$ cat config.mk
export PLATFORM = sky130hd
export DESIGN_NAME = obt_bit_timer
export DESIGN_NICKNAME = d
export VERILOG_FILES = /design/src/obt_pkg.sv /design/src/obt_bit_timer.sv
export VERILOG_INCLUDE_DIRS = /design/src
export SDC_FILE = /design/constraint.sdc
export NUM_CORES = 1
export LEC_CHECK = 0
export ABC_CLOCK_PERIOD_IN_PS = 7000
export BUFFER_PORTS_ARGS = -buffer_cell sky130_fd_sc_hd__buf_2
export CAP_MARGIN = 20
export CORE_AREA = 3 3 123 125
export CTS_CLUSTER_DIAMETER = 150
export CTS_CLUSTER_SIZE = 10
export DETAILED_ROUTE_END_ITERATION = 10
export DIE_AREA = 0 0 126 128
export SLEW_MARGIN = 20
export SYNTH_ARGS = -nofsm -noshare
export SYNTH_HDL_FRONTEND = slang
export SYNTH_SLANG_ARGS = --single-unit
export TNS_END_PERCENT = 100
$ cat constraint.sdc
create_clock -name pclk -period 7 [get_ports pclk]
set_clock_uncertainty 0.1 [all_clocks]
set_input_delay 2.1 -clock pclk [delete_from_list [all_inputs] [get_ports pclk]]
set_output_delay 2.1 -clock pclk [all_outputs]
set_load 0.02 [all_outputs]
$ cat src/obt_defines.svh
`ifndef OBT_DEFINES_SVH
`define OBT_DEFINES_SVH
// register byte offsets
`define OBT_CTRL_OFF 12'h000
`define OBT_CNT_OFF 12'h004
`define OBT_STAT_OFF 12'h008
`define OBT_MASK_OFF 12'h00C
`define OBT_CLKDIV_OFF 12'h010
`define OBT_CPU_OFF 12'h014
// control register fields
`define OBT_CTRL_DATA 0
`define OBT_CTRL_MODE_LO 1
`define OBT_CTRL_MODE_HI 2
`define OBT_CTRL_CNTHI_LO 6
`define OBT_CTRL_CNTHI_HI 7
// status / mask fields
`define OBT_FLAG_EMPTY 0
`define OBT_FLAG_CAPT 1
`define OBT_FLAG_DONE 2
// cpu-side control fields
`define OBT_CPU_GIE 0
`define OBT_CPU_MULTI 1
`define OBT_CPU_RETI 2
// vector addresses
`define OBT_VEC_DONE 10'h002
`define OBT_VEC_EMPTY 10'h004
// interrupt sequencing cycles
`define OBT_ENTRY_CYC 3'd4
`define OBT_JUMP_CYC 3'd2
`define OBT_RETI_CYC 3'd4
// reset values
`define OBT_CTRL_RST 8'h00
`define OBT_CNT_RST 8'h00
`define OBT_DIV_RST 8'h00
`endif

$ cat src/obt_pkg.sv
package obt_pkg;
  typedef enum logic [1:0] {
    OBT_MODE_OFF = 2'h0,
    OBT_MODE_TX = 2'h1,
    OBT_MODE_RX = 2'h2,
    OBT_MODE_GEN = 2'h3
  } obt_mode_t;
  typedef enum logic [4:0] {
    OBT_IS_RUN = 5'b00001,
    OBT_IS_ENTRY = 5'b00010,
    OBT_IS_JUMP = 5'b00100,
    OBT_IS_HANDLER = 5'b01000,
    OBT_IS_RETURN = 5'b10000
  } obt_isq_t;
  typedef struct packed {
    logic valid;
    logic [9:0] vector;
  } obt_irq_t;
endpackage

$ cat src/obt_bit_timer.sv
// Chosen here: the APB slave port and the placing of the registers.
`timescale 1ns/1ps
`include "obt_defines.svh"

// How it works
// - each bit slot lasts one tick period times one plus the 10-bit count built from control bits 7:6 over the count register.
// - in transmit mode the key output follows the buffered data bit slot by slot.
// - the carrier reaches the antenna driver only while the keyed bit is one.
// - taking the bit out of the buffer sets flag 0 and, if enabled, requests vector 0x04.
// - the counter hitting zero with the buffer empty sets flag 2 and, if enabled, requests vector 0x02.
// - flags are set whether or not their interrupts are enabled so software may poll them.
// - in receive mode the counter counts up from zero and each input edge copies its low eight bits into the count register.
// - a captured rising edge sets the data bit and a falling edge clears it.
// - generic timer mode never keys the transmitter and flags when the count interval elapses.
// - a programmable divider makes the tick from the master clock.
// - no interrupt is served unless the global enable bit is set.
// - interrupt entry takes four cycles pushing the pc, then the vector jump takes two more.
// - a multi-cycle instruction in progress finishes before interrupt entry begins.
// - return takes four cycles popping the pc, then one main instruction runs before another interrupt.
// - the status register is not saved by hardware on interrupt entry.
module obt_bit_timer
  import obt_pkg::*;
#(
  parameter int CNT_W = 10
) (
  input wire logic pclk, // apb clock
  input wire logic presetn, // async reset, active low
  input wire logic psel, // apb select
  input wire logic penable, // apb access phase
  input wire logic pwrite, // apb direction
  input wire logic [11:0] paddr, // apb byte address
  input wire logic [31:0] pwdata, // apb write data
  output logic [31:0] prdata, // apb read data
  output logic pready, // apb ready
  output logic pslverr, // apb error
  input wire logic carrier_in, // synthesized carrier
  input wire logic capture_input_pin, // receiver output
  output logic key_out, // transmitter key
  output logic rf_out, // gated carrier to antenna driver
  output logic irq, // level interrupt
  output logic [9:0] irq_vector, // vector being served
  output logic irq_ack // one-cycle vector fetch strobe
);

  // the count is built from two fixed register fields, so no other width fits
  if (CNT_W != 10) begin : g_width_check
    $error("obt_bit_timer: count width must be 10");
  end

  // ==========================================================
  // registers
  logic [7:0] bit_timer_control_reg;
  logic [7:0] bit_count_reg;
  logic [2:0] status;
  logic [2:0] mask;
  logic [7:0] power_clock_control;
  logic [7:0] processor_status_reg;
  logic [2:0] div_cnt;
  logic tick;
  logic [CNT_W-1:0] counter;
  logic buf_full;
  logic key_bit;
  logic cap_prev;
  logic running;
  obt_isq_t isq;
  logic [2:0] isq_cnt;
  logic after_reti;

  obt_mode_t mode;
  logic [CNT_W-1:0] countval;
  logic wr_en;
  logic rd_en;
  logic ctrl_wr;
  logic cnt_wr;
  logic stat_wr;
  logic slot_end;
  logic take_bit;
  logic tx_done;
  logic gen_done;
  logic cap_edge;
  obt_irq_t pend;
  obt_mode_t mode_next;
  logic mode_chg;
  logic mask_wr;
  logic div_wr;
  logic cpu_wr;

  function automatic logic addr_hit(input logic [11:0] a, input logic [11:0] off);
    addr_hit = (a == off);
  endfunction

  function automatic logic [9:0] count_of(input logic [7:0] ctrl, input logic [7:0] cnt);
    count_of = {ctrl[`OBT_CTRL_CNTHI_HI:`OBT_CTRL_CNTHI_LO], cnt};
  endfunction

  // set wins over a clear in the same cycle so no event is lost
  function automatic logic sticky(input logic set, input logic cur, input logic clr);
    sticky = set || (cur && !clr);
  endfunction

  assign mode = obt_mode_t'(bit_timer_control_reg[`OBT_CTRL_MODE_HI:`OBT_CTRL_MODE_LO]);
  assign countval = count_of(bit_timer_control_reg, bit_count_reg);
  assign wr_en = psel && penable && pwrite;
  assign rd_en = psel && !penable && !pwrite;
  assign ctrl_wr = wr_en && addr_hit(paddr, `OBT_CTRL_OFF);
  assign cnt_wr = wr_en && addr_hit(paddr, `OBT_CNT_OFF);
  assign stat_wr = wr_en && addr_hit(paddr, `OBT_STAT_OFF);
  assign slot_end = tick && (counter == '0);
  assign take_bit = (mode == OBT_MODE_TX) && slot_end && buf_full;
  // running stops an idle zero count from flagging done again
  assign tx_done = (mode == OBT_MODE_TX) && running && slot_end && !buf_full;
  assign gen_done = (mode == OBT_MODE_GEN) && slot_end;
  assign cap_edge = (mode == OBT_MODE_RX) && (capture_input_pin != cap_prev);
  assign mode_next = obt_mode_t'(pwdata[`OBT_CTRL_MODE_HI:`OBT_CTRL_MODE_LO]);
  assign mode_chg = ctrl_wr && (mode_next != mode);
  assign mask_wr = wr_en && addr_hit(paddr, `OBT_MASK_OFF);
  assign div_wr = wr_en && addr_hit(paddr, `OBT_CLKDIV_OFF);
  assign cpu_wr = wr_en && addr_hit(paddr, `OBT_CPU_OFF);

  // ==========================================================
  // apb slave: one wait-free access, unmapped reads zero with error
  // read data is latched in setup so the access phase never waits
  always_ff @(posedge pclk or negedge presetn) begin
    if (!presetn) begin
      prdata <= 32'h0000_0000;
      pready <= 1'b0;
      pslverr <= 1'b0;
    end else begin
      pready <= rd_en || (psel && !penable && pwrite);
      pslverr <= 1'b0;
      if (psel && !penable) begin
        prdata <= 32'h0000_0000;
        unique case (paddr)
          `OBT_CTRL_OFF: prdata <= {24'h000000, bit_timer_control_reg};
          `OBT_CNT_OFF: prdata <= {24'h000000, bit_count_reg};
          `OBT_STAT_OFF: prdata <= {29'h00000000, status};
          `OBT_MASK_OFF: prdata <= {29'h00000000, mask};
          `OBT_CLKDIV_OFF: prdata <= {24'h000000, power_clock_control};
          `OBT_CPU_OFF: prdata <= {24'h000000, processor_status_reg};
          default: pslverr <= 1'b1;
        endcase
      end
    end
  end

  // ==========================================================
  // tick divider
  // a setting of n gives one tick every n+1 clocks
  always_ff @(posedge pclk or negedge presetn) begin
    if (!presetn) begin
      div_cnt <= 3'h0;
      tick <= 1'b0;
    end else if (div_cnt >= power_clock_control[2:0]) begin
      div_cnt <= 3'h0;
      tick <= 1'b1;
    end else begin
      div_cnt <= div_cnt + 3'h1;
      tick <= 1'b0;
    end
  end

  // ==========================================================
  // control, data bit and buffer
  always_ff @(posedge pclk or negedge presetn) begin
    if (!presetn) begin
      bit_timer_control_reg <= `OBT_CTRL_RST;
      buf_full <= 1'b0;
    end else begin
      if (ctrl_wr) begin
        bit_timer_control_reg <= pwdata[7:0];
        buf_full <= (mode_next == OBT_MODE_TX);
      end else if (take_bit) begin
        buf_full <= 1'b0;
      end
      if (cap_edge) begin
        bit_timer_control_reg[`OBT_CTRL_DATA] <= capture_input_pin;
      end
    end
  end

  always_ff @(posedge pclk or negedge presetn) begin
    if (!presetn) begin
      bit_count_reg <= `OBT_CNT_RST;
    end else if (cap_edge) begin
      bit_count_reg <= counter[7:0];
    end else if (cnt_wr) begin
      bit_count_reg <= pwdata[7:0];
    end
  end

  // resets to the receiver's idle low so leaving reset shows no false edge
  always_ff @(posedge pclk or negedge presetn) begin
    if (!presetn) begin
      cap_prev <= 1'b0;
    end else begin
      cap_prev <= capture_input_pin;
    end
  end

  // ==========================================================
  // counter and keying
  always_ff @(posedge pclk or negedge presetn) begin
    if (!presetn) begin
      counter <= '0;
      key_bit <= 1'b0;
      running <= 1'b0;
    end else begin
      if (mode_chg) begin
        // generic mode starts on a full interval so its first flag is not early
        if (mode_next == OBT_MODE_GEN) begin
          counter <= count_of(pwdata[7:0], bit_count_reg);
        end else begin
          counter <= '0;
        end
        running <= 1'b0;
        key_bit <= 1'b0;
      end else begin
        unique case (mode)
          OBT_MODE_TX: begin
            if (take_bit) begin
              counter <= countval;
              key_bit <= bit_timer_control_reg[`OBT_CTRL_DATA];
              running <= 1'b1;
            end else if (tx_done) begin
              key_bit <= 1'b0;
              running <= 1'b0;
            end else if (tick && counter != '0) begin
              counter <= counter - 1'b1;
            end
          end
          // holds at full scale so a long gap never wraps to a short width
          OBT_MODE_RX: begin
            if (cap_edge) begin
              counter <= '0;
            end else if (tick && counter != '1) begin
              counter <= counter + 1'b1;
            end
          end
          OBT_MODE_GEN: begin
            key_bit <= 1'b0;
            if (slot_end) begin
              counter <= countval;
            end else if (tick) begin
              counter <= counter - 1'b1;
            end
          end
          default: begin
            counter <= '0;
            key_bit <= 1'b0;
            running <= 1'b0;
          end
        endcase
      end
    end
  end

  always_ff @(posedge pclk or negedge presetn) begin
    if (!presetn) begin
      key_out <= 1'b0;
      rf_out <= 1'b0;
    end else begin
      key_out <= key_bit && (mode == OBT_MODE_TX);
      rf_out <= carrier_in && key_bit && (mode == OBT_MODE_TX);
    end
  end

  // ==========================================================
  // flags: set beats write-one-to-clear
  always_ff @(posedge pclk or negedge presetn) begin
    if (!presetn) begin
      status <= 3'h0;
    end else begin
      status[`OBT_FLAG_EMPTY] <= sticky(take_bit, status[`OBT_FLAG_EMPTY],
        stat_wr && pwdata[`OBT_FLAG_EMPTY]);
      status[`OBT_FLAG_CAPT] <= sticky(cap_edge, status[`OBT_FLAG_CAPT],
        stat_wr && pwdata[`OBT_FLAG_CAPT]);
      status[`OBT_FLAG_DONE] <= sticky(tx_done || gen_done, status[`OBT_FLAG_DONE],
        stat_wr && pwdata[`OBT_FLAG_DONE]);
    end
  end

  always_ff @(posedge pclk or negedge presetn) begin
    if (!presetn) begin
      mask <= 3'h0;
    end else if (mask_wr) begin
      mask <= pwdata[2:0];
    end
  end

  always_ff @(posedge pclk or negedge presetn) begin
    if (!presetn) begin
      power_clock_control <= `OBT_DIV_RST;
    end else if (div_wr) begin
      power_clock_control <= pwdata[7:0];
    end
  end

  // ==========================================================
  // interrupt sequencer; lower vector wins
  always_comb begin
    pend.valid = 1'b0;
    pend.vector = 10'h000;
    if (status[`OBT_FLAG_DONE] && mask[`OBT_FLAG_DONE]) begin
      pend.valid = 1'b1;
      pend.vector = `OBT_VEC_DONE;
    end else if ((status[`OBT_FLAG_EMPTY] && mask[`OBT_FLAG_EMPTY]) ||
                 (status[`OBT_FLAG_CAPT] && mask[`OBT_FLAG_CAPT])) begin
      pend.valid = 1'b1;
      pend.vector = `OBT_VEC_EMPTY;
    end
  end

  // gie held in processor_status_reg; hardware never saves it on entry
  always_ff @(posedge pclk or negedge presetn) begin
    if (!presetn) begin
      processor_status_reg <= 8'h00;
      isq <= OBT_IS_RUN;
      isq_cnt <= 3'h0;
      after_reti <= 1'b0;
      irq <= 1'b0;
      irq_vector <= 10'h000;
      irq_ack <= 1'b0;
    end else begin
      irq <= pend.valid;
      irq_ack <= 1'b0;
      if (cpu_wr) begin
        processor_status_reg <= pwdata[7:0];
      end
      unique case (isq)
        OBT_IS_RUN: begin
          if (after_reti) begin
            after_reti <= 1'b0;
          end else if (pend.valid && processor_status_reg[`OBT_CPU_GIE] &&
                       !processor_status_reg[`OBT_CPU_MULTI]) begin
            // vector is latched here so a later flag cannot change it mid-entry
            isq <= OBT_IS_ENTRY;
            isq_cnt <= `OBT_ENTRY_CYC - 3'h1;
            irq_vector <= pend.vector;
          end
        end
        OBT_IS_ENTRY: begin
          if (isq_cnt == 3'h0) begin
            isq <= OBT_IS_JUMP;
            isq_cnt <= `OBT_JUMP_CYC - 3'h1;
            irq_ack <= 1'b1;
          end else begin
            isq_cnt <= isq_cnt - 3'h1;
          end
        end
        OBT_IS_JUMP: begin
          if (isq_cnt == 3'h0) begin
            isq <= OBT_IS_HANDLER;
          end else begin
            isq_cnt <= isq_cnt - 3'h1;
          end
        end
        OBT_IS_HANDLER: begin
          if (cpu_wr && pwdata[`OBT_CPU_RETI]) begin
            isq <= OBT_IS_RETURN;
            isq_cnt <= `OBT_RETI_CYC - 3'h1;
          end
        end
        OBT_IS_RETURN: begin
          if (isq_cnt == 3'h0) begin
            isq <= OBT_IS_RUN;
            // the free cycle lets one main instruction run before the next entry
            after_reti <= 1'b1;
          end else begin
            isq_cnt <= isq_cnt - 3'h1;
          end
        end
      endcase
    end
  end

endmodule

# [Word level (Yosys, flattened, before mapping)]
# Cells that the tools add are included.
[word_totals] reg_bits=113 inputBits=51 output_inout_bits=48 wordCells=178
[classes] add_sub_neg=4 n_lt_le_gt_ge=1 n_eq_ne=32 muxes=47 bitwise=1 reduce_logical=68
[op_table] operator="$mux W10" n=9
[op_table] operator="$pmux W8 S6" n=1
[op_table] operator="$logic_and A1 B1 Y1" n=37
[op_table] operator="$mux W5" n=6
[op_table] operator="$pmux W10 S3" n=1
[op_table] operator="$pmux W5 S5" n=1
[op_table] operator="$eq A12 B4 Y1 const B" n=2
[op_table] operator="$eq A12 B5 Y1 const B" n=2
[op_table] operator="$mux W11" n=2
[op_table] operator="$mux W3" n=6
[op_table] operator="$mux W8" n=2
[op_table] operator="$ne A2 B2 Y1 const B" n=8
[op_table] operator="$ne A4 B4 Y1 const B" n=4
[op_table] operator="$mux W1" n=15
[op_table] operator="$eq A12 B3 Y1 const B" n=1
[op_table] operator="$logic_not A12 Y1" n=1
[op_table] operator="$pmux W3 S4" n=1
[op_table] operator="$add A10 B1 Y10 const B" n=1
[op_table] operator="$logic_not A10 Y1" n=1
[op_table] operator="$ne A10 B10 Y1 const B" n=1
[op_table] operator="$reduce_bool A10 Y1" n=1
[op_table] operator="$sub A10 B1 Y10 const B" n=1
[op_table] operator="$reduce_and A4 Y1" n=2
[op_table] operator="$reduce_bool A2 Y1" n=4
[op_table] operator="24 further kinds" n=43

# [Logic depth before layout (Yosys ltp)]
[logic_depth] word_depth=9 depth_mapped=10 depth_no_buf=8

# [Worst setup path before layout]
# OpenSTA, ideal clock, no wires.
[synth_path] path_kind="in2reg" startpoint="input paddr[7]" endpoint="register power_clock_control[0]" setup_ps=125 arrival_ps=3674 required_time_ps=6775 path_slack_ps=3101 path_stages=6 path_buffers=1 path_cell_list="nor4_1 -> and3_1 -> clkbuf_1 -> nand2_1 -> nor2_2 -> mux2_2"
[synth_via] elab_chain_cells=2
[synth_lines] item="start: declaration" line_no="obt_bit_timer.sv:31" rtl="input wire logic [11:0] paddr,"
[synth_lines] item="$eq A12 B5 Y1" line_no="obt_bit_timer.sv:89" rtl="addr_hit = (a == off);"
[synth_lines] item="$logic_and A1 B1 Y1" line_no="obt_bit_timer.sv:117" rtl="assign div_wr = wr_en && addr_hit(paddr, `OBT_CLKDIV_OFF);"
[synth_lines] item="end signal: assignment" line_no="obt_bit_timer.sv:292" rtl="power_clock_control <= `OBT_DIV_RST;"
[synth_lines] item="end signal: assignment" line_no="obt_bit_timer.sv:294" rtl="power_clock_control <= pwdata[7:0];"
[synth_lines] item="end: declaration" line_no="obt_bit_timer.sv:56" rtl="logic [7:0] power_clock_control;"
# Every way passes these cells.
# A chain may end at the register's enable or synchronous reset.

# [Worst setup path in the final report]
[layout_path] startpoint="input paddr[7]" endpoint="register power_clock_control[6]"
# The elaborated chain is that of the path after synthesis.

==> flow_summary_export.csv <==
group,metric,value,unit
route,drt_iter0_drc,229,
critical_path,worstPathMaxFanout,15,
cts,cts_root_buf,"clkbuf_16",
synthesis,avgSynthCellArea,9.15,sq um
floorplanning,dieHeight,128,microns
timing,layout_setup_ws,2.47,ns
placement,hpwl,8550,microns
pwr,comb_power_share,16.8,%
synthesis,syn-cell-area,4900,sq um
cts,htreeDepth,3,
route,viasPerCell,5.19,
pwr,p_sw_share,28.9,%
min_path,holdCritPathClass,"reg2reg",
route,drc,0,
route,ant_nets,0,
route,routed_wl,11900,microns
timing,fin_setup_tns,0,ns
timing,hold_viol_final,0,
grt,overflow,0,
synthesis,synth-main-ff-cell,"dfrtp_1",
finish,largest_register_ff_count,10,
pwr,clock_power_share,38.1,%
cts,postCtsSetupBuffers,0,
synthesis,ys_warn_count,0,
pwr,power_density,216,nW/um^2
grt,grt_max_degree,71,
critical_path,r2r-end,"counter[6]",
timing,grt_setup_unrepaired,"no",
placement,port_buffers,42,
cts,cts_tree,"built",
synthesis,async_flop_share,100,%
timing,fmax,221,MHz
placement,dp_slack,2.11,ns
synthesis,synth_cell_type_count,62,
timing,report.final.slew_viol_count,0,
route,firstDrtPassIters,4,
route,dr_total_vias,3875,
cts,clk_pin_slew,0.06,ns
finish,diodes,0,
pwr,p_switching,0.334,mW
synthesis,synthCells,536,
cts,clk_path_buf_depth,2,
critical_path,path_class,"in2reg",
critical_path,crit_arrival,4.65,ns
pwr,seq_power_share,45.1,%
critical_path,rrSetupSlack,4.06,ns
timing,fin_crit,4.53,ns
pwr,vdd_drop_max,0.103,mV
synthesis,ys_ff_latch,81,
floorplanning,ios,99,
cts,clk-insertion-delay-late,0.34,ns
finish,layout-drive-gt1-share,16.1,%
timing,tightest_slew,0.915,ns
route,wl_per_cell,16.0,microns
floorplanning,die_area,16100,sq um
cts,cts-resized-gates,0,
floorplanning,row_count,43,
synthesis,synth_edf_count,0,
critical_path,cp-start-kind,"primary input",
finish,final_nets,620,
grt,grtUsageTotal,15.1,%
placement,gp_congestion,0.868,
timing,fin_crit_sh,64.7,%
pwr,intPower,0.823,mW
finish,postLayoutCellArea,5360,sq um
grt,grt_pass1_vias,3750,
pwr,total_leakage_power,2.50,nW
critical_path,crit_end,"power_clock_control[6]",
floorplanning,die_w,126,microns
grt,antenna_found_initial,0,
critical_path,worst_ep_required_time,7.12,ns
cts,numCtsBuffers,9,
critical_path,r2r-start,"bit_timer_control_reg[2]",
job,cap_violations,0,
finish,areaGrowthSynthToFinish,9.34,%
finish,largest_register,"counter",
floorplanning,design.core.area,14000,sq um
synthesis,ys_seq_area_share,41.4,%
cts,cts.hold.buffers_added,0,
critical_path,cp-startpoint,"paddr[7]",
status,status,"completed",
timing,slew_headroom,38.8,%
critical_path,cp-end-kind,"register",
timing,setup_violations,0,
timing,holdWs,0.371,ns
critical_path,reg2regPathDepth,6,
placement,placedInstanceArea,5090,sq um
grt,grt_pass1_wl,19800,microns
cts,clock_sink_count,81,
floorplanning,initial_core_util,35.1,%
==> Yosys cell counts (3+ instances only) <==
cell | instances | area share, %
buf_1 | 3 | 0.23
nand2b_1 | 12 | 1.5
o22ai_1 | 9 | 1.1
a22oi_1 | 8 | 1.2
nor2b_1 | 6 | 0.77
o21ai_0 | 24 | 2.4
buf_6 | 4 | 0.92
or3_1 | 9 | 1.1
buf_4 | 32 | 4.9
nand2_1 | 59 | 4.5
a21oi_1 | 29 | 3.0
xor2_1 | 8 | 1.4
dfrtp_1 | 80 | 41
nor4_1 | 5 | 0.64
nor3_1 | 6 | 0.61
a22o_1 | 7 | 1.3
xnor2_1 | 9 | 1.6
and2_1 | 3 | 0.38
clkbuf_1 | 22 | 1.7
mux2i_1 | 28 | 5.7
nor2_1 | 51 | 3.9
inv_1 | 16 | 1.2
and3_1 | 3 | 0.38
a21o_1 | 5 | 0.77
ha_1 | 8 | 2.0
mux2_2 | 20 | 4.6
nor3b_1 | 3 | 0.46
nand4_1 | 7 | 0.89
nand3_1 | 13 | 1.3
a31oi_1 | 5 | 0.64
==> routing by layer <==
| metal | global-route usage [%] | routed length [microns] | vias up |
|---|---|---|---|
| li1 | - | - | 1880 |
| met1 | 20.9 | 5730 | 1896 |
| met2 | 24.2 | 5540 | 86 |
| met3 | 3.29 | 523 | 13 |
| met4 | 3.66 | 142 | 0 |
| met5 | 0 | 0 | - |
==> worst min-delay path by stage <==
stage	slack, ns	end	start	cells past startpoint
finish	0.37	bit_timer_control_reg[3]	bit_timer_control_reg[3]	2
global route	0.40	div_cnt[0]	div_cnt[0]	1
CTS	0.38	bit_timer_control_reg[3]	bit_timer_control_reg[3]	2
detailed placement	0.36	bit_timer_control_reg[3]	bit_timer_control_reg[3]	2
global placement	0.35	div_cnt[0]	div_cnt[0]	1
floorplan	0.33	div_cnt[0]	div_cnt[0]	1
==> critical path: stages <==
cell and delay, ns:
buf_2 0.09, nor4_1 0.53, and3_1 0.56, nand2_1 0.41
nor2_2 0.55, mux2_2 0.39
==> area by class of cell <==
class,instances,area (sq um)
tap,180,225
inverter,16,60.1
clock buffer,14,254
multi-input combinational,409,2550
clock inverter,2,16.3
sequential,81,2030
timing repair buffer,44,225
fill,1456,8630
==> power groups by stage <==
stage,combinational (mW),sequential (mW),clock (mW)
floorplan,0.162,0.520,0
finish,0.194,0.522,0.441
global route,0.224,0.525,0.472
CTS,0.194,0.521,0.451
detailed placement,0.193,0.530,0
global placement,0.185,0.529,0
==> logic make-up after synthesis <==
family | count (synthesis) | synth area share, %
flops | 81 | 41.4
mux | 48 | 10.3
other cells | 1 | 0.0765
xor+xnor | 17 | 3.04
compound gates | 112 | 14.9
fa+ha+maj | 8 | 2.04
buf+inv | 77 | 8.95
simple gates | 192 | 19.4
==> cells in the final DEF (no fill, tap or decap), types with 9 or more instances in the layout <==
| master | instances |
|---|---|
| conb_1 | 32 |
| xnor2_1 | 9 |
| mux2_2 | 20 |
| nand3_1 | 13 |
| nor2_1 | 51 |
| o22ai_1 | 9 |
| nand2b_1 | 12 |
| inv_1 | 16 |
| clkbuf_16 | 9 |
| buf_2 | 42 |
| a21oi_1 | 29 |
| nand2_1 | 59 |
| dfrtp_1 | 80 |
| mux2i_1 | 28 |
| or3_1 | 9 |
| o21ai_0 | 24 |
==> through the flow <==
stage | instances | utilization [%] | power [mW]
floorplan | 567 | - | 0.682
global placement | 729 | 36.4 | 0.714
detailed placement | 729 | 36.4 | 0.723
CTS | 745 | 38.3 | 1.17
global route | 746 | 38.3 | 1.22
finish | 746 | 38.3 | 1.16
Power figures use the tool's default switching activity.
